[config.mk]
export PLATFORM = sky130hd
export DESIGN_NAME = swrcl_rom_layer
export DESIGN_NICKNAME = d
export VERILOG_FILES = /design/src/rtl/swrcl_pkg.sv /design/src/rtl/swrcl_rom_layer.sv
export SDC_FILE = /design/constraint.sdc
export NUM_CORES = 1
export LEC_CHECK = 0
export ABC_CLOCK_PERIOD_IN_PS = 4400
export BUFFER_PORTS_ARGS = -buffer_cell sky130_fd_sc_hd__buf_4
export CAP_MARGIN = 10
export CORE_ASPECT_RATIO = 0.5
export CORE_MARGIN = 5
export CORE_UTILIZATION = 40
export CTS_BUF_LIST = sky130_fd_sc_hd__clkbuf_4 sky130_fd_sc_hd__clkbuf_8
export CTS_CLUSTER_DIAMETER = 50
export DETAILED_ROUTE_END_ITERATION = 16
export PLACE_DENSITY = 0.67
export SLEW_MARGIN = 30
export SYNTH_ARGS = -nofsm -noshare
export SYNTH_HDL_FRONTEND = slang
export SYNTH_SLANG_ARGS = --single-unit
[constraint.sdc]
create_clock -name i_core_clk -period 4.4 [get_ports i_core_clk]
set_input_delay 0.44 -clock i_core_clk [delete_from_list [all_inputs] [get_ports i_core_clk]]
set_output_delay 0.44 -clock i_core_clk [all_outputs]
set_load 0.02 [all_outputs]
[src/rtl/swrcl_pkg.sv]
package swrcl_pkg;

   // Core clock rate, used to turn every time below into cycles
   localparam int CLK_MHZ = 20;

   // Slot timing, standard and fast speed, in microseconds
   localparam int T_SAMPLE_STD_US = 30;
   localparam int T_SAMPLE_OD_US = 3;
   localparam int T_HOLD_STD_US = 30;
   localparam int T_HOLD_OD_US = 3;
   localparam int T_PDH_STD_US = 15;
   localparam int T_PDH_OD_US = 2;
   localparam int T_PDL_STD_US = 120;
   localparam int T_PDL_OD_US = 12;
   localparam int T_RST_STD_US = 200;
   localparam int T_RST_OD_US = 40;
   localparam int T_OD_KEEP_US = 80;
   localparam int T_OD_EXIT_US = 690;

   // Derived cycle counts
   localparam int SAMPLE_STD_CYC = T_SAMPLE_STD_US * CLK_MHZ;
   localparam int SAMPLE_OD_CYC = T_SAMPLE_OD_US * CLK_MHZ;
   localparam int HOLD_STD_CYC = T_HOLD_STD_US * CLK_MHZ;
   localparam int HOLD_OD_CYC = T_HOLD_OD_US * CLK_MHZ;
   localparam int PDH_STD_CYC = T_PDH_STD_US * CLK_MHZ;
   localparam int PDH_OD_CYC = T_PDH_OD_US * CLK_MHZ;
   localparam int PDL_STD_CYC = T_PDL_STD_US * CLK_MHZ;
   localparam int PDL_OD_CYC = T_PDL_OD_US * CLK_MHZ;
   localparam int RST_STD_CYC = T_RST_STD_US * CLK_MHZ;
   localparam int RST_OD_CYC = T_RST_OD_US * CLK_MHZ;
   localparam int OD_KEEP_CYC = T_OD_KEEP_US * CLK_MHZ;
   localparam int OD_EXIT_CYC = T_OD_EXIT_US * CLK_MHZ;

   localparam int CNT_W = 15;

   // Command codes of the addressing layer
   localparam logic [7:0] CMD_READ_ID = 8'h33;
   localparam logic [7:0] CMD_MATCH = 8'h55;
   localparam logic [7:0] CMD_SEARCH = 8'hF0;
   localparam logic [7:0] CMD_COND_SEARCH = 8'hEC;
   localparam logic [7:0] CMD_SKIP = 8'hCC;
   localparam logic [7:0] CMD_RESUME = 8'hA5;
   localparam logic [7:0] CMD_FAST_SKIP = 8'h3C;
   localparam logic [7:0] CMD_FAST_MATCH = 8'h69;

   // Alarm status register and its fields
   localparam logic [15:0] ADDR_ALARM_FLAGS_STATUS = 16'h0214;
   localparam logic [7:0] ALARM_FLAGS_RESET = 8'h00;
   localparam int ALM_TEMP_LOW = 0;
   localparam int ALM_TEMP_HIGH = 1;
   localparam int ALM_HUM_LOW = 2;
   localparam int ALM_HUM_HIGH = 3;
   localparam int ALM_BROWNOUT = 4;
   localparam int ALM_N = 5;

   localparam logic [6:0] LAST_ID_BIT = 7'h3F;
   localparam logic [6:0] LAST_BYTE_BIT = 7'h07;
   localparam logic [1:0] FIFO_DEPTH = 2'h2;

   typedef enum logic [2:0] {
      SLOT_IDLE, SLOT_LOW, SLOT_PDH, SLOT_PDL, SLOT_REC
   } swrcl_slot_t;

   typedef enum logic [2:0] {
      ROM_WAIT_RST, ROM_CMD, ROM_READ, ROM_MATCH, ROM_SEARCH, ROM_FUNC
   } swrcl_rom_t;

   // Whole state of the block
   typedef struct packed {
      logic [2:0] sync;
      logic dq_f;
      swrcl_slot_t slot;
      logic [CNT_W-1:0] cnt;
      logic fired;
      logic drv;
      logic od;
      logic od_prev;
      logic resume_select_flag;
      swrcl_rom_t rom;
      logic [7:0] sh;
      logic [6:0] idx;
      logic [1:0] ph;
      logic miss;
      logic [ALM_N-1:0] alarm;
      logic [7:0] rdata;
      logic [1:0] fcnt;
      logic [7:0] f0;
      logic [7:0] f1;
   } swrcl_state_t;

endpackage

[src/rtl/swrcl_rom_layer.sv]
`timescale 1ns/100ps

module swrcl_rom_layer
   import swrcl_pkg::*;
#(
   parameter logic [7:0] P_FAMILY = 8'h5A,        // Arbitrary value
   parameter logic [47:0] P_SERIAL = 48'h0123456789AB, // Arbitrary value
   parameter logic [7:0] P_CRC = 8'hC3,           // Arbitrary value
   parameter int P_OD_EXIT_CYC = OD_EXIT_CYC
) (
   input wire logic i_core_clk,
   input wire logic i_sys_rst,
   input wire logic i_clk_en,
   input wire logic i_dq,
   output logic o_dq_o,
   output logic o_dq_oe_n,
   input wire logic [ALM_N-1:0] i_alarm_evt,
   input wire logic [ALM_N-2:0] i_alarm_en,
   input wire logic i_alarm_clr,
   input wire logic [15:0] i_mem_addr,
   output logic [7:0] o_mem_rdata,
   output logic o_rx_valid,
   output logic [7:0] o_rx_data,
   input wire logic i_rx_ready,
   output logic o_func_active,
   output logic o_fast_speed_flag,
   output logic o_resume_select_flag
);

   localparam logic [63:0] ID = {P_CRC, P_SERIAL, P_FAMILY};

   swrcl_state_t s_r;
   swrcl_state_t s_nxt;

   // Pick a cycle count by speed, cut to the counter width
   function automatic logic [CNT_W-1:0] by_speed(input logic fast, input int std_c,
                                                 input int od_c);
      by_speed = fast ? CNT_W'(od_c) : CNT_W'(std_c);
   endfunction

   // Registration bit at an index, family LSB first
   function automatic logic id_bit(input logic [6:0] idx);
      id_bit = ID[idx[5:0]];
   endfunction

   logic fall;
   logic rise;
   logic slot_evt;
   logic rx_bit;
   logic rst_evt;
   logic tx_zero;
   logic fifo_full;
   logic pop;
   logic [7:0] byte_in;
   logic [ALM_N-1:0] alarm_arm;

   // Transmit decision taken at slot start; only a zero ever pulls the line
   always_comb begin
      tx_zero = 1'b0;
      case (s_r.rom)
         ROM_READ: begin
            tx_zero = !id_bit(s_r.idx);
         end
         ROM_SEARCH: begin
            if (s_r.ph == 2'h0) begin
               tx_zero = !id_bit(s_r.idx);
            end else if (s_r.ph == 2'h1) begin
               tx_zero = id_bit(s_r.idx);
            end
         end
         default: begin
            tx_zero = 1'b0;
         end
      endcase
   end

   assign fifo_full = (s_r.fcnt == FIFO_DEPTH);
   assign pop = i_rx_ready && (s_r.fcnt != 2'h0);
   assign byte_in = {rx_bit, s_r.sh[7:1]};
   // Brownout cannot be masked
   assign alarm_arm = {1'b1, i_alarm_en};

   always_comb begin
      s_nxt = s_r;
      fall = 1'b0;
      rise = 1'b0;
      slot_evt = 1'b0;
      rst_evt = 1'b0;
      rx_bit = s_r.dq_f;

      // Three-stage input; the filtered level only moves when stages 2 and 3 agree
      s_nxt.sync = {s_r.sync[1:0], i_dq};
      if (s_r.sync[2] == s_r.sync[1]) begin
         s_nxt.dq_f = s_r.sync[2];
      end
      fall = s_r.dq_f && !s_nxt.dq_f;
      rise = !s_r.dq_f && s_nxt.dq_f;

      // Slot timer: started only by the master's falling edge
      case (s_r.slot)
         SLOT_IDLE: begin
            if (fall) begin
               s_nxt.slot = SLOT_LOW;
               s_nxt.cnt = '0;
               s_nxt.fired = 1'b0;
               s_nxt.drv = tx_zero && !fifo_full;
            end
         end
         SLOT_LOW: begin
            if (s_r.cnt != {CNT_W{1'b1}}) begin
               s_nxt.cnt = s_r.cnt + CNT_W'(1);
            end
            if (s_r.cnt == by_speed(s_r.od, HOLD_STD_CYC, HOLD_OD_CYC)) begin
               s_nxt.drv = 1'b0;
            end
            // Sample point; a held zero from us reads back as our own bit
            if (!s_r.fired && s_r.cnt == by_speed(s_r.od, SAMPLE_STD_CYC, SAMPLE_OD_CYC)) begin
               s_nxt.fired = 1'b1;
               slot_evt = 1'b1;
            end
            // A one bit lets the line rise before the sample point, so the slot
            // runs on and only closes once its bit is taken and the line is high.
            // A reset low also passes the sample point; the stray bit it leaves
            // behind is undone by the restart below unless it ends a byte, a match or a search step.
            if (rise && s_r.cnt >= by_speed(s_r.od, RST_STD_CYC, RST_OD_CYC)) begin
               s_nxt.drv = 1'b0;
               rst_evt = 1'b1;
               s_nxt.slot = SLOT_PDH;
               s_nxt.cnt = '0;
               // Long reset returns to standard; a short fast reset keeps speed
               if (s_r.cnt >= CNT_W'(P_OD_EXIT_CYC)) begin
                  s_nxt.od = 1'b0;
               end
            end else if (s_nxt.dq_f && (s_r.fired || slot_evt)) begin
               s_nxt.drv = 1'b0;
               s_nxt.slot = SLOT_IDLE;
            end
         end
         SLOT_PDH: begin
            s_nxt.cnt = s_r.cnt + CNT_W'(1);
            if (s_r.cnt >= by_speed(s_r.od, PDH_STD_CYC, PDH_OD_CYC)) begin
               s_nxt.slot = SLOT_PDL;
               s_nxt.cnt = '0;
               s_nxt.drv = 1'b1;
            end
         end
         SLOT_PDL: begin
            s_nxt.cnt = s_r.cnt + CNT_W'(1);
            if (s_r.cnt >= by_speed(s_r.od, PDL_STD_CYC, PDL_OD_CYC)) begin
               s_nxt.drv = 1'b0;
               s_nxt.slot = SLOT_REC;
            end
         end
         SLOT_REC: begin
            // Our own presence low must not look like a master slot start
            if (s_r.dq_f) begin
               s_nxt.slot = SLOT_IDLE;
            end
         end
         default: begin
            s_nxt.slot = SLOT_IDLE;
            s_nxt.drv = 1'b0;
         end
      endcase

      // Addressing layer, advanced once per slot; stalls while the buffer is full
      if (slot_evt && !fifo_full) begin
         case (s_r.rom)
            ROM_CMD: begin
               s_nxt.sh = byte_in;
               s_nxt.idx = s_r.idx + 7'h01;
               if (s_r.idx == LAST_BYTE_BIT) begin
                  s_nxt.idx = '0;
                  s_nxt.ph = 2'h0;
                  s_nxt.miss = 1'b0;
                  s_nxt.od_prev = s_r.od;
                  case (byte_in)
                     CMD_READ_ID: s_nxt.rom = ROM_READ;
                     CMD_MATCH: s_nxt.rom = ROM_MATCH;
                     CMD_SEARCH: s_nxt.rom = ROM_SEARCH;
                     CMD_COND_SEARCH: begin
                        s_nxt.rom = (|s_r.alarm) ? ROM_SEARCH : ROM_WAIT_RST;
                     end
                     CMD_SKIP: s_nxt.rom = ROM_FUNC;
                     CMD_RESUME: begin
                        s_nxt.rom = s_r.resume_select_flag ? ROM_FUNC : ROM_WAIT_RST;
                     end
                     CMD_FAST_SKIP: begin
                        s_nxt.od = 1'b1;
                        s_nxt.rom = ROM_FUNC;
                     end
                     CMD_FAST_MATCH: begin
                        // Address bits that follow arrive at fast speed
                        s_nxt.od = 1'b1;
                        s_nxt.rom = ROM_MATCH;
                     end
                     default: s_nxt.rom = ROM_WAIT_RST;
                  endcase
               end
            end
            ROM_READ: begin
               s_nxt.idx = s_r.idx + 7'h01;
               if (s_r.idx == LAST_ID_BIT) begin
                  s_nxt.rom = ROM_FUNC;
                  s_nxt.idx = '0;
               end
            end
            ROM_MATCH: begin
               s_nxt.idx = s_r.idx + 7'h01;
               s_nxt.miss = s_r.miss || (rx_bit != id_bit(s_r.idx));
               if (s_r.idx == LAST_ID_BIT) begin
                  s_nxt.idx = '0;
                  if (s_nxt.miss) begin
                     s_nxt.rom = ROM_WAIT_RST;
                     s_nxt.resume_select_flag = 1'b0;
                     s_nxt.od = s_r.od_prev;
                  end else begin
                     s_nxt.rom = ROM_FUNC;
                     s_nxt.resume_select_flag = 1'b1;
                  end
               end
            end
            ROM_SEARCH: begin
               if (s_r.ph != 2'h2) begin
                  s_nxt.ph = s_r.ph + 2'h1;
               end else begin
                  s_nxt.ph = 2'h0;
                  if (rx_bit != id_bit(s_r.idx)) begin
                     s_nxt.rom = ROM_WAIT_RST;
                     s_nxt.resume_select_flag = 1'b0;
                  end else if (s_r.idx == LAST_ID_BIT) begin
                     s_nxt.rom = ROM_FUNC;
                     s_nxt.idx = '0;
                     s_nxt.resume_select_flag = 1'b1;
                  end else begin
                     s_nxt.idx = s_r.idx + 7'h01;
                  end
               end
            end
            ROM_FUNC: begin
               s_nxt.sh = byte_in;
               s_nxt.idx = s_r.idx + 7'h01;
               if (s_r.idx == LAST_BYTE_BIT) begin
                  s_nxt.idx = '0;
               end
            end
            default: begin
               s_nxt.rom = s_r.rom;
            end
         endcase
      end

      // Reset pulse restarts the addressing layer whatever it was doing
      if (rst_evt) begin
         s_nxt.rom = ROM_CMD;
         s_nxt.idx = '0;
         s_nxt.ph = 2'h0;
         s_nxt.miss = 1'b0;
      end

      // Two-entry buffer of function-phase bytes; push and pop may share a cycle
      if (pop) begin
         s_nxt.f0 = s_r.f1;
      end
      if (slot_evt && !fifo_full && s_r.rom == ROM_FUNC && s_r.idx == LAST_BYTE_BIT
          && !rst_evt) begin
         if (s_r.fcnt == 2'h0 || (s_r.fcnt == 2'h1 && pop)) begin
            s_nxt.f0 = byte_in;
         end else begin
            s_nxt.f1 = byte_in;
         end
         s_nxt.fcnt = pop ? s_r.fcnt : s_r.fcnt + 2'h1;
      end else if (pop) begin
         s_nxt.fcnt = s_r.fcnt - 2'h1;
      end

      // Alarm flags: a new event wins over a clear in the same cycle
      s_nxt.alarm = (i_alarm_clr ? '0 : s_r.alarm) | (i_alarm_evt & alarm_arm);

      // Register read port
      s_nxt.rdata = (i_mem_addr == ADDR_ALARM_FLAGS_STATUS) ? {3'h0, s_r.alarm} : 8'h00;
   end

   always_ff @(posedge i_core_clk) begin
      if (i_sys_rst) begin
         s_r <= '0;
         s_r.sync <= 3'h7;
         s_r.dq_f <= 1'b1;
         s_r.slot <= SLOT_IDLE;
         s_r.rom <= ROM_WAIT_RST;
         s_r.alarm <= ALARM_FLAGS_RESET[ALM_N-1:0];
      end else if (i_clk_en) begin
         s_r <= s_nxt;
      end
   end

   // Open drain: the pin only ever pulls low
   assign o_dq_o = 1'b0;
   assign o_dq_oe_n = !s_r.drv;
   assign o_mem_rdata = s_r.rdata;
   assign o_rx_valid = (s_r.fcnt != 2'h0);
   assign o_rx_data = s_r.f0;
   assign o_func_active = (s_r.rom == ROM_FUNC);
   assign o_fast_speed_flag = s_r.od;
   assign o_resume_select_flag = s_r.resume_select_flag;

endmodule

# Word-level counts from Yosys, hierarchy flattened
# Memories as Yosys holds them, arrays and structs flattened. A register that Yosys moved wholly into a read port is not among the register bits.
# Cells that the tools add are included.
# Widths: inputs -> output; s select.
word_totals:
  out_inout_bits: 22
  mem_count: 1
  input_bits: 31
  ram_bits: 0
  romBits: 64
  latchBits: 0
  register_bits: 79
classes:
  n_addsub: 5
  n_mux: 77
  eq_ne: 46
  bitwise_logic: 4
  div_mod_pow: 0
  n_reduce_logical: 54
  n_lt_le_gt_ge: 5
  n_mul: 0
  shift: 0
mem_list:
  columns: ["memory", "words", "word_bits", "read_ports", "rd_clocked_by_memory_dff", "wr", "line_no", "rtl"]
  rows:
  - ["(name not given)", 64, 1, 1, 1, 0, "swrcl_rom_layer.sv:43", "id_bit = ID[idx[5:0]];"]
ops:
  columns: ["op", "n"]
  rows:
  - ["$pmux 15 s4", 1]
  - ["$eq 8x8->1 const B", 4]
  - ["$mux 8", 4]
  - ["$ge 15x12->1", 2]
  - ["$mux 10", 3]
  - ["$mux 15", 2]
  - ["$mux 7", 4]
  - ["$pmux 7 s4", 1]
  - ["$mux 3", 9]
  - ["$mux 12", 2]
  - ["$mux 24", 1]
  - ["$ne 3x3->1 const B", 8]
  - ["$mux 1", 22]
  - ["$mux 20", 1]
  - ["$mux 4", 5]
  - ["$reduce_and 4->1", 5]
  - ["$mux 18", 1]
  - ["$ne 2x2->1 const B", 9]
  - ["$pmux 3 s6", 1]
  - ["$reduce_and 6->1", 3]
  - ["$eq 16x10->1 const B", 1]
  - ["$eq 8x6->1 const B", 2]
  - ["$eq 8x7->1 const B", 2]
  - ["$mux 16", 1]
  - ["other kinds (45)", 97]

# Longest topological paths before layout
# Gate-level depths: netlist of run 1.
logic_depth:
  depth_word: 13
  depth_mapped: 17

# Least setup slack after synthesis of run 1
# Ideal clock, no wire load.
synth_path:
  path_type: "flip-flop to flip-flop"
  start: "register s_r, in the netlist o_fast_speed_flag"
  end: "register (tool-made name)"
  stages_incl_launch_ff: 15
  n_path_buf: 1
  t_required_ps: 4339
  arrival_ps: 3494
  setup_ps: 61
  slack_ps: 845
  path_cell_list: "dfxtp_1 inv_1 ha_1 nor4b_2 o2111ai_1 or2_1 nor4_1 a22oi_1 or2_0 clkbuf_1 ha_1 mux2i_1 or3_1 a31oi_1 o221a_1"
synth_lines:
  columns: ["element", "line_no", "rtl"]
  rows:
  - ["from (decl)", "swrcl_rom_layer.sv:32", "swrcl_state_t s_r;"]
  - ["from (signal assigned)", "swrcl_rom_layer.sv:293", "s_r <= s_nxt;"]

==> metrics.csv, run 1 <==
stage,metric,value,unit
power_and_ir_drop,p_sw,0.310,mW
die,die_area,14500,um^2
power_and_ir_drop,p_comb_share,4.4,%
synthesis,synth_xor_area_share,2.72,%
setup_path,worstPathRequired,4.71,ns
clock_tree,cts_num_sinks,76,
synthesis,seq_area_frac_synth,31.5,%
synthesis,synth_top_family_by_area,simple AND/OR/NAND/NOR gates,
sta,layout_worst_path_cycle_share,88.5,%
global_route,grt_pass1_wl,19.5,mm
sta,relSlewSlack,38.0,%
sta,slew_violations,0,
placed_design,gp_congestion,0.898,
drt,vias,4350,
setup_path,cp_cell_sequence,inv_1 > ha_1 > nor4b_2 > nand3_1 > nor4_4 > a21oi_2 > a22oi_1 > or2_0 > ha_1 > inv_1 > o41ai_1 > nor3_1 > a31oi_1 > o221a_1,
power_and_ir_drop,p_seq_share,55.9,%
placed_design,hpwl,8.33,mm
layout,drive_gt1_share,14.1,%
layout,final_cell_mix,"nor2_1, dfxtp_1, buf_4, o21ai_0, nand2_1",
sta,tightest_slew,0.917,ns
setup_path,path_buf_inv,2,
drt,drt-vias-per-instance,5.53,
layout,final_nets,667,
clock_tree,cts_made_buffers,9,
drt,met1_length,5.45,mm
synthesis,synthMuxAreaShare,5.18,%
clock_tree,cts_setup_buffers,0,
synthesis,synth_compound_area_share,18.6,%
synthesis,synth_area_per_cell,7.96,um^2
outcome,outcome,"finished, final reports clean",
global_route,grt_pass1_vias,3982,
setup_path,cp_top_family,simple AND/OR/NAND/NOR gates,
synthesis,synth-edff-count,0,
drt,postRouteAntennaNets,0,
die,die_h,87.7,um
synthesis,ys_dominant_reg_cell,dfxtp_1,
sta,fmaxAchievable,0.257,GHz
sta,tns,0,ns
clock_tree,clkSlewWorstSetupHoldPaths,0.08,ns
power_and_ir_drop,p_clk_share,39.7,%
clock_tree,clock_path_buffers,2,
die,core_area,11800,um^2
clock_tree,ctsResizeCount,0,
synthesis,synthArstFlopShare,0,%
synthesis,yosys_warnings,0,
layout,fillCellCount,1202,
placed_design,place_area,5140,um^2
die,ios,53,
setup_path,end_kind,flop,
sta,skew,0.0129,ns
clock_tree,cts-hold-fix-buffers,0,
worst_hold_path,min_path_cells,3,
drt,postRouteWirelength,11.4,mm
power_and_ir_drop,ir_drop,0.147,mV
clock_tree,cts_max_level,3,
synthesis,synth_cells,607,
setup_path,critical_path.slowest_cell,dfxtp_1,
setup_path,slowest_delay,0.57,ns
drt,firstDrtPassIters,5,
placed_design,portBuffers,48,
setup_path,critPathKind,reg -> reg,
worst_hold_path,hold_class,in -> reg,
synthesis,ys_ff_latch,76,
power_and_ir_drop,p_leak,1.98,nW
layout,antenna-diode-count,0,
die,die_w,165,um
layout,area_growth,10.0,%
setup_path,cp_num_cells,14,
synthesis,synth_cell_types,78,
drt,dr.first_iter.drc_count,251,
power_and_ir_drop,power_density,233,nW/um^2
setup_path,start_kind,flop,
clock_tree,clock_latency,0.37,ns
global_route,grt_overflow,0,
global_route,grt_usage,16.5,%
sta,rsz0062_at_grt,no,
power_and_ir_drop,intPower,0.930,mW
setup_path,reg2reg_depth,14,
die,start_util,40.9,%
synthesis,synth_simple_gate_area_share,28.4,%
setup_path,cp_max_fo,11,
drt,wl_per_cell,14.5,um
die,num_rows,28,
sta,finalCriticalPeriod,3.89,ns
drt,route.met2.wl,5.22,mm
sta,hold_viol_final,0,
drt,met3WireLength,531,um
global_route,antenna_found_initial,0,
global_route,grt_start_max_net_pins,61,
layout,final_common_cell,nor2_1,
sta,finalSetupViolCount,0,
setup_path,arrival,4.20,ns
synthesis,synthAdderAreaFrac,5.13,%
layout,stdcell_area,5320,um^2
drt,top_layer_used,met4,
synthesis,netlist_area,4830,um^2
drt,drc,0,
clock_tree,cts_root_buffer,clkbuf_8,
clock_tree,cts_tree,built,
power_and_ir_drop,swShare,25.0,%
job,drv_cap,0,
Yosys cell counts, types with 4 or more instances:
master	count	area (um^2)
nor4b_1	4	35.0
nand2_1	35	131
nor2b_1	7	43.8
or3_1	6	37.5
nand3_1	19	95.1
xor2_1	5	43.8
mux2i_1	25	250
clkbuf_1	24	90.1
nor4_1	10	62.6
buf_2	9	45.0
nor3_1	28	140
buf_4	18	135
a21oi_1	27	135
dfxtp_1	76	1520
xnor2_1	10	87.6
nand4_1	5	31.3
nor3b_1	4	30.0
ha_1	19	238
nand2b_1	5	31.3
a211oi_1	5	37.5
a32oi_1	6	52.6
a22oi_1	9	67.6
o21ai_0	37	185
and3_1	5	31.3
inv_1	27	101
nor2_1	91	342
a31oi_1	4	25.0
metal layers:
layer	GRT usage (%)	vias to the layer above
li1	-	2178
met1	22.0	2065
met2	27.0	92
met3	3.48	15
met4	5.01	0
met5	0	-
worst paths after layout:
check	start	endpoint	slack, ns
max	o_fast_speed_flag$_SDFFE_PP0P_	flop	0.51
min	i_dq	s_nxt[77]$_SDFFE_PP1P_	0.29
max reg2reg	o_fast_speed_flag$_SDFFE_PP0P_	flop	0.51
min reg2reg	s_r[53]$_SDFFE_PP0P_	s_r[53]$_SDFFE_PP0P_	0.47
flip-flops by register name (all words and copies together) (netlist names), named ones only:
register,flops
o_resume_select_flag,1
o_fast_speed_flag,1
o_rx_data,8
o_mem_rdata,5
s_r,50
s_nxt,2
rx_bit,1
byte_in,7
layout make-up:
| cell class | count | area, um^2 | share of cell area [%] |
|---|---|---|---|
| multi-input combinational | 451 | 2920 | 54.9 |
| tap | 165 | 206 | 3.88 |
| clock buffer | 10 | 131 | 2.47 |
| timing repair buffer | 52 | 390 | 7.34 |
| inverter | 27 | 101 | 1.91 |
| clock inverter | 6 | 48.8 | 0.918 |
| sequential | 76 | 1520 | 28.6 |
worst min-delay path: cells and delay by family:
family	cells	cell delay [ns]
buffers and inverters	1	0.07
and+or+nand+nor	1	0.06
muxes	1	0.05
power by group through the flow:
stage	sequential, mW	clock [mW]	combinational (mW)
global route	0.694	0.536	0.0591
CTS	0.693	0.511	0.0545
floorplan	0.708	0	0.0285
detailed placement	0.709	0	0.0544
finish	0.693	0.493	0.0540
global placement	0.709	0	0.0539
per-stage QoR:
stage	hold slack [ns]	utilization (%)	worst slack, ns	cells	total power [mW]
2_1_floorplan	0.432	-	0.845	610	0.737
3_3_place_gp	0.442	43.5	0.705	771	0.763
3_5_place_dp	0.454	43.5	0.564	771	0.764
4_1_cts	0.281	45.0	0.533	787	1.26
5_1_grt	0.306	45.0	0.0613	787	1.29
6_report	0.290	45.0	0.506	787	1.24
cells by family after synthesis:
logic type,count (synthesis)
AND/OR/NAND/NOR,255
AO/OA/AOI/OAI,132
buffers and inverters,83
flip-flops,76
multiplexers,25
adder cells (fa/ha/maj),20
XOR/XNOR,15
other,1
No activity file was read; power rests on OpenSTA's default activity.
==> run 2, diff against run 1 <==
REMOVE_ABC_BUFFERS = 1   (was default)
==> run 2 against run 1 <==
Net effect:
- via count rose by 1.6%
- first-iteration DRC count increased by 14%
- global-route usage is 0.18 points lower
- critical path depth fell by 1
- largest power group unchanged
- highest routed layer unchanged
==> metrics.csv, run 2 (synthesis results as in run 1) <==
stage,metric,value,unit
drt,vias,4419,
placed_design,hpwl,8.50,mm
setup_path,start_kind,flop,
global_route,use_met1,22.1,%
global_route,antenna_found_initial,0,
sta,worst_slack,0.409,ns
die,die_w,165,um
layout,fillCellCount,1190,
die,num_rows,28,
clock_tree,ctsResizeCount,0,
die,start_util,40.9,%
layout,final_cells,787,
setup_path,critical_path.slowest_cell,dfxtp_1,
drt,wl_per_cell,14.9,um
sta,holdWs,0.294,ns
sta,layout_worst_path_cycle_share,90.7,%
setup_path,path_buf_inv,1,
die,die_h,87.7,um
layout,area_growth,10.5,%
die,core_area,11800,um^2
global_route,use_met3,3.76,%
power_and_ir_drop,p_leak,1.99,nW
global_route,top_usage_layer,met2,
drt,drc,0,
placed_design,gp_congestion,0.911,
drt,postRouteWirelength,11.7,mm
setup_path,cp_cell_sequence,inv_1 > ha_1 > nor4b_2 > o2111ai_1 > or2_1 > nor4_1 > a22oi_1 > or2_0 > ha_1 > mux2i_1 > or3_1 > a31oi_1 > o221a_1,
placed_design,dp.cells,771,
sta,finalSetupViolCount,0,
drt,firstDrtPassIters,5,
global_route,grt_pass1_vias,3898,
sta,tightest_slew,0.867,ns
setup_path,cpMostUsedCell,ha_1,
setup_path,worstPathRequired,4.70,ns
placed_design,place_ws,0.505,ns
setup_path,end_kind,flop,
layout,final_cell_mix,"nor2_1, dfxtp_1, buf_4, o21ai_0, nand2_1",
sta,slew_violations,0,
global_route,grt_pass1_wl,19.3,mm
layout,drive_gt1_share,14.1,%
clock_tree,clock_path_buffers,2,
power_and_ir_drop,power_density,243,nW/um^2
layout,final_nets,667,
drt,drt-vias-per-instance,5.61,
worst_hold_path,hold_class,in -> reg,
die,die_area,14500,um^2
layout,antenna-diode-count,0,
sta,tns,0,ns
drt,postRouteAntennaNets,0,
global_route,grt_usage,16.3,%
clock_tree,cts_num_sinks,76,
power_and_ir_drop,ir_drop,0.161,mV
layout,largest-register,s_r,
sta,finalCriticalPeriod,3.99,ns
clock_tree,clock_latency,0.36,ns
global_route,use_met2,26.2,%
sta,rsz0062_at_grt,no,
setup_path,critPathKind,reg -> reg,
sta,hold_viol_final,0,
drt,dr.first_iter.drc_count,287,
clock_tree,cts_root_buffer,clkbuf_8,
setup_path,cp_max_fo,11,
setup_path,arrival,4.29,ns
job,drv_cap,0,
outcome,outcome,"finished, final reports clean",
die,ios,53,
clock_tree,cts_setup_buffers,0,
layout,largest_reg_flops,50,
clock_tree,clkSlewWorstSetupHoldPaths,0.08,ns
clock_tree,cts_tree,built,
global_route,grt_overflow,0,
sta,relSlewSlack,41.5,%
sta,fmaxAchievable,0.251,GHz
global_route,grt_start_max_net_pins,61,
clock_tree,cts_made_buffers,9,
clock_tree,cts-hold-fix-buffers,0,
clock_tree,cts_max_level,3,
placed_design,portBuffers,48,
setup_path,cp_top_family,simple AND/OR/NAND/NOR gates,
layout,final_common_cell,nor2_1,
setup_path,slowest_delay,0.57,ns
power_and_ir_drop,design_power_total,1.30,mW
sta,skew,0.0122,ns
run 2: cell type report:
type | count | area [um^2] | area share, %
multi-input cells | 451 | 2920 | 54.6
flip-flops and latches | 76 | 1520 | 28.5
repair buffers | 52 | 390 | 7.31
well taps | 165 | 206 | 3.87
clock buffers | 10 | 131 | 2.46
inverters | 27 | 101 | 1.90
clock inverters | 6 | 71.3 | 1.34
run 2: final timing paths:
kind	depth (start not counted)	slack [ns]	startpoint	to
worst min-delay path	3	0.29	i_dq	s_nxt[77]$_SDFFE_PP1P_
worst max-delay path	13	0.41	o_fast_speed_flag$_SDFFE_PP0P_	flop
worst min register to register	2	0.46	s_r[53]$_SDFFE_PP0P_	s_r[53]$_SDFFE_PP0P_
worst max register to register	13	0.41	o_fast_speed_flag$_SDFFE_PP0P_	flop
run 2: through the flow:
stage          utilization, %  instance area, um^2
2_1_floorplan               -                 4540
3_3_place_gp             43.5                 5140
3_5_place_dp             43.5                 5140
4_1_cts                  45.2                 5340
5_1_grt                  45.2                 5340
6_report                 45.2                 5340
run 2: where the power goes:
| group | internal, mW | switching, mW |
|---|---|---|
| clock | 0.273 | 0.274 |
| sequential | 0.690 | 0.00289 |
| combinational | 0.0237 | 0.0312 |
| total | 0.987 | 0.308 |
run 2: layer usage:
layer / wire [um] / up-vias
li1: - / 2188
met1: 5590 / 2078
met2: 5240 / 135
met3: 685 / 18
met4: 191 / 0
met5: 0 / -
run 2: worst register-to-register path, delay by kind of cell, from the launching register on:
family / cells / cell delay [ns]
AND/OR/NAND/NOR: 5 / 1.68
AO/OA/AOI/OAI: 4 / 0.79
adder cells (fa/ha/maj): 2 / 0.69
flip-flops: 1 / 0.57
buffers and inverters: 1 / 0.15
multiplexers: 1 / 0.06
==> run 3, diff against run 2 <==
ABC_CLOCK_PERIOD_IN_PS = 4200   (was 4400)
CORE_UTILIZATION = 50   (was 40)
PLACE_DENSITY = 0.79   (was 0.67)
clock period = 4.2 ns   (was 4.4 ns; I/O delays follow)
==> run 3 against run 2 <==
Net effect:
- critical path depth rose by 1
- clock power fell by 5.9%
- global-route usage rose by 3.3 points
- non-clock buffer count rose by 1
- total power rose by 0.32%
- sequential share of layout area rose by 0.26 points
- cell area fell by 0.82%
- via count fell by 1.5%
- clock-buffer cell count did not move
- clock skew fell by 0.00086 ns
- utilization rose by 11 points
- largest cell class unchanged
- highest routed layer unchanged
==> metrics.csv, run 3 (synthesis results as in run 1) <==
stage,metric,value,unit
outcome,outcome,"finished, final reports clean",
sta,layout_worst_path_cycle_share,88.2,%
power_and_ir_drop,p_leak,1.99,nW
layout,fillCellCount,869,
placed_design,portBuffers,48,
die,die_area,11900,um^2
clock_tree,cts_max_level,3,
layout,final_cell_mix,"nor2_1, dfxtp_1, buf_4, o21ai_0, nand2_1",
die,core_area,9450,um^2
layout,final_common_cell,nor2_1,
global_route,grt_usage,19.6,%
clock_tree,cts_setup_buffers,0,
drt,wl_per_cell,15.0,um
drt,drt-vias-per-instance,5.74,
setup_path,critical_path.slowest_cell,dfxtp_2,
sta,finalSetupViolCount,0,
placed_design,hpwl,8.18,mm
clock_tree,cts_made_buffers,9,
sta,tightest_slew,0.932,ns
clock_tree,clock_latency,0.38,ns
layout,area_growth,9.58,%
setup_path,start_kind,flop,
drt,postRouteAntennaNets,0,
placed_design,gp_congestion,0.899,
global_route,antenna_found_initial,0,
setup_path,critPathKind,reg -> reg,
sta,skew,0.0113,ns
worst_hold_path,min_path_cells,3,
worst_hold_path,hold_class,in -> reg,
global_route,grt_pass1_wl,19.0,mm
setup_path,reg2reg_depth,14,
die,die_w,149,um
sta,rsz0062_at_grt,no,
clock_tree,cts_tree,built,
sta,slew_violations,0,
layout,largest-register,s_r,
setup_path,cp_top_family,simple AND/OR/NAND/NOR gates,
setup_path,path_buf_inv,2,
layout,final_nets,668,
sta,holdWs,0.256,ns
setup_path,cp_cell_sequence,inv_1 > ha_1 > nor4b_2 > nand3_1 > nor4_4 > a21oi_2 > a22oi_1 > or2_1 > ha_1 > inv_1 > o41ai_1 > nor3_1 > a31oi_1 > o221a_1,
die,die_h,79.5,um
clock_tree,clock_path_buffers,2,
setup_path,end_kind,flop,
layout,antenna-diode-count,0,
power_and_ir_drop,ir_drop,0.169,mV
setup_path,cp_max_fo,11,
clock_tree,cts_num_sinks,76,
drt,drc,0,
layout,multi_input_area,2930,um^2
sta,hold_viol_final,0,
drt,dr.first_iter.drc_count,293,
global_route,grt_overflow,0,
drt,firstDrtPassIters,5,
setup_path,cp_num_cells,14,
sta,relSlewSlack,37.1,%
global_route,grt_pass1_vias,4053,
layout,regArea,1520,um^2
drt,vias,4351,
layout,drive_gt1_share,14.6,%
die,ios,53,
setup_path,arrival,4.02,ns
power_and_ir_drop,power_density,245,nW/um^2
setup_path,worstPathRequired,4.52,ns
setup_path,slowest_delay,0.46,ns
clock_tree,cts_root_buffer,clkbuf_8,
clock_tree,clkSlewWorstSetupHoldPaths,0.08,ns
clock_tree,cts-hold-fix-buffers,0,
die,num_rows,25,
job,drv_cap,0,
layout,largest_reg_flops,50,
clock_tree,ctsResizeCount,0,
sta,fmaxAchievable,0.270,GHz
sta,finalCriticalPeriod,3.71,ns
global_route,grt_start_max_net_pins,61,
sta,tns,0,ns
die,start_util,51.2,%
drt,postRouteWirelength,11.3,mm
==> run 3: changes by cell type in the layout (fill, tap and decap cells not counted), sizes merged <==
cell,delta
buf,+1
bufinv,-1
clkinvlp,+1
==> run 3: tightest hold or removal path, cell delays in order <==
cell,delay (ns)
buf_4,0.08
mux2i_1,0.05
nand2_1,0.05
==> run 3: metrics by stage <==
step	worst slack [ns]	util [%]	power, mW	cells	instance area [um^2]
finish	0.494	56.1	1.30	758	5300
global route	0.166	56.1	1.36	758	5300
CTS	0.247	56.0	1.31	758	5290
detailed placement	0.262	54.1	0.801	742	5110
global placement	0.512	54.1	0.800	742	5110
floorplan	0.556	-	0.759	554	4540
==> run 3: per-layer routing <==
| layer | track usage (%) | share of wire [%] | vias up |
|---|---|---|---|
| li1 | - | - | 2175 |
| met1 | 25.3 | 47 | 2009 |
| met2 | 31.8 | 44 | 145 |
| met3 | 5.79 | 6.8 | 22 |
| met4 | 6.21 | 2.1 | 0 |
| met5 | 0 | 0 | - |
==> run 3: path summary, 6_finish.rpt <==
check	end	from	slack [ns]
worst min register to register	s_r[53]$_SDFFE_PP0P_	s_r[53]$_SDFFE_PP0P_	0.47
worst max-delay path	flop	o_fast_speed_flag$_SDFFE_PP0P_	0.49
worst min-delay path	s_nxt[77]$_SDFFE_PP1P_	i_dq	0.26
worst max register to register	flop	o_fast_speed_flag$_SDFFE_PP0P_	0.49
==> run 3: cell type report <==
cell class,count,area share (%)
inverters,27,1.91
clock inverters,6,0.921
multi-input cells,451,55.2
clock buffers,10,2.48
flip-flops and latches,76,28.8
well taps,135,3.19
repair buffers,53,7.51
==> run 3: power by group <==
part	internal, mW	switching, mW
sequential	0.723	0.00299
clock	0.226	0.290
combinational	0.0254	0.0326
total	0.974	0.325
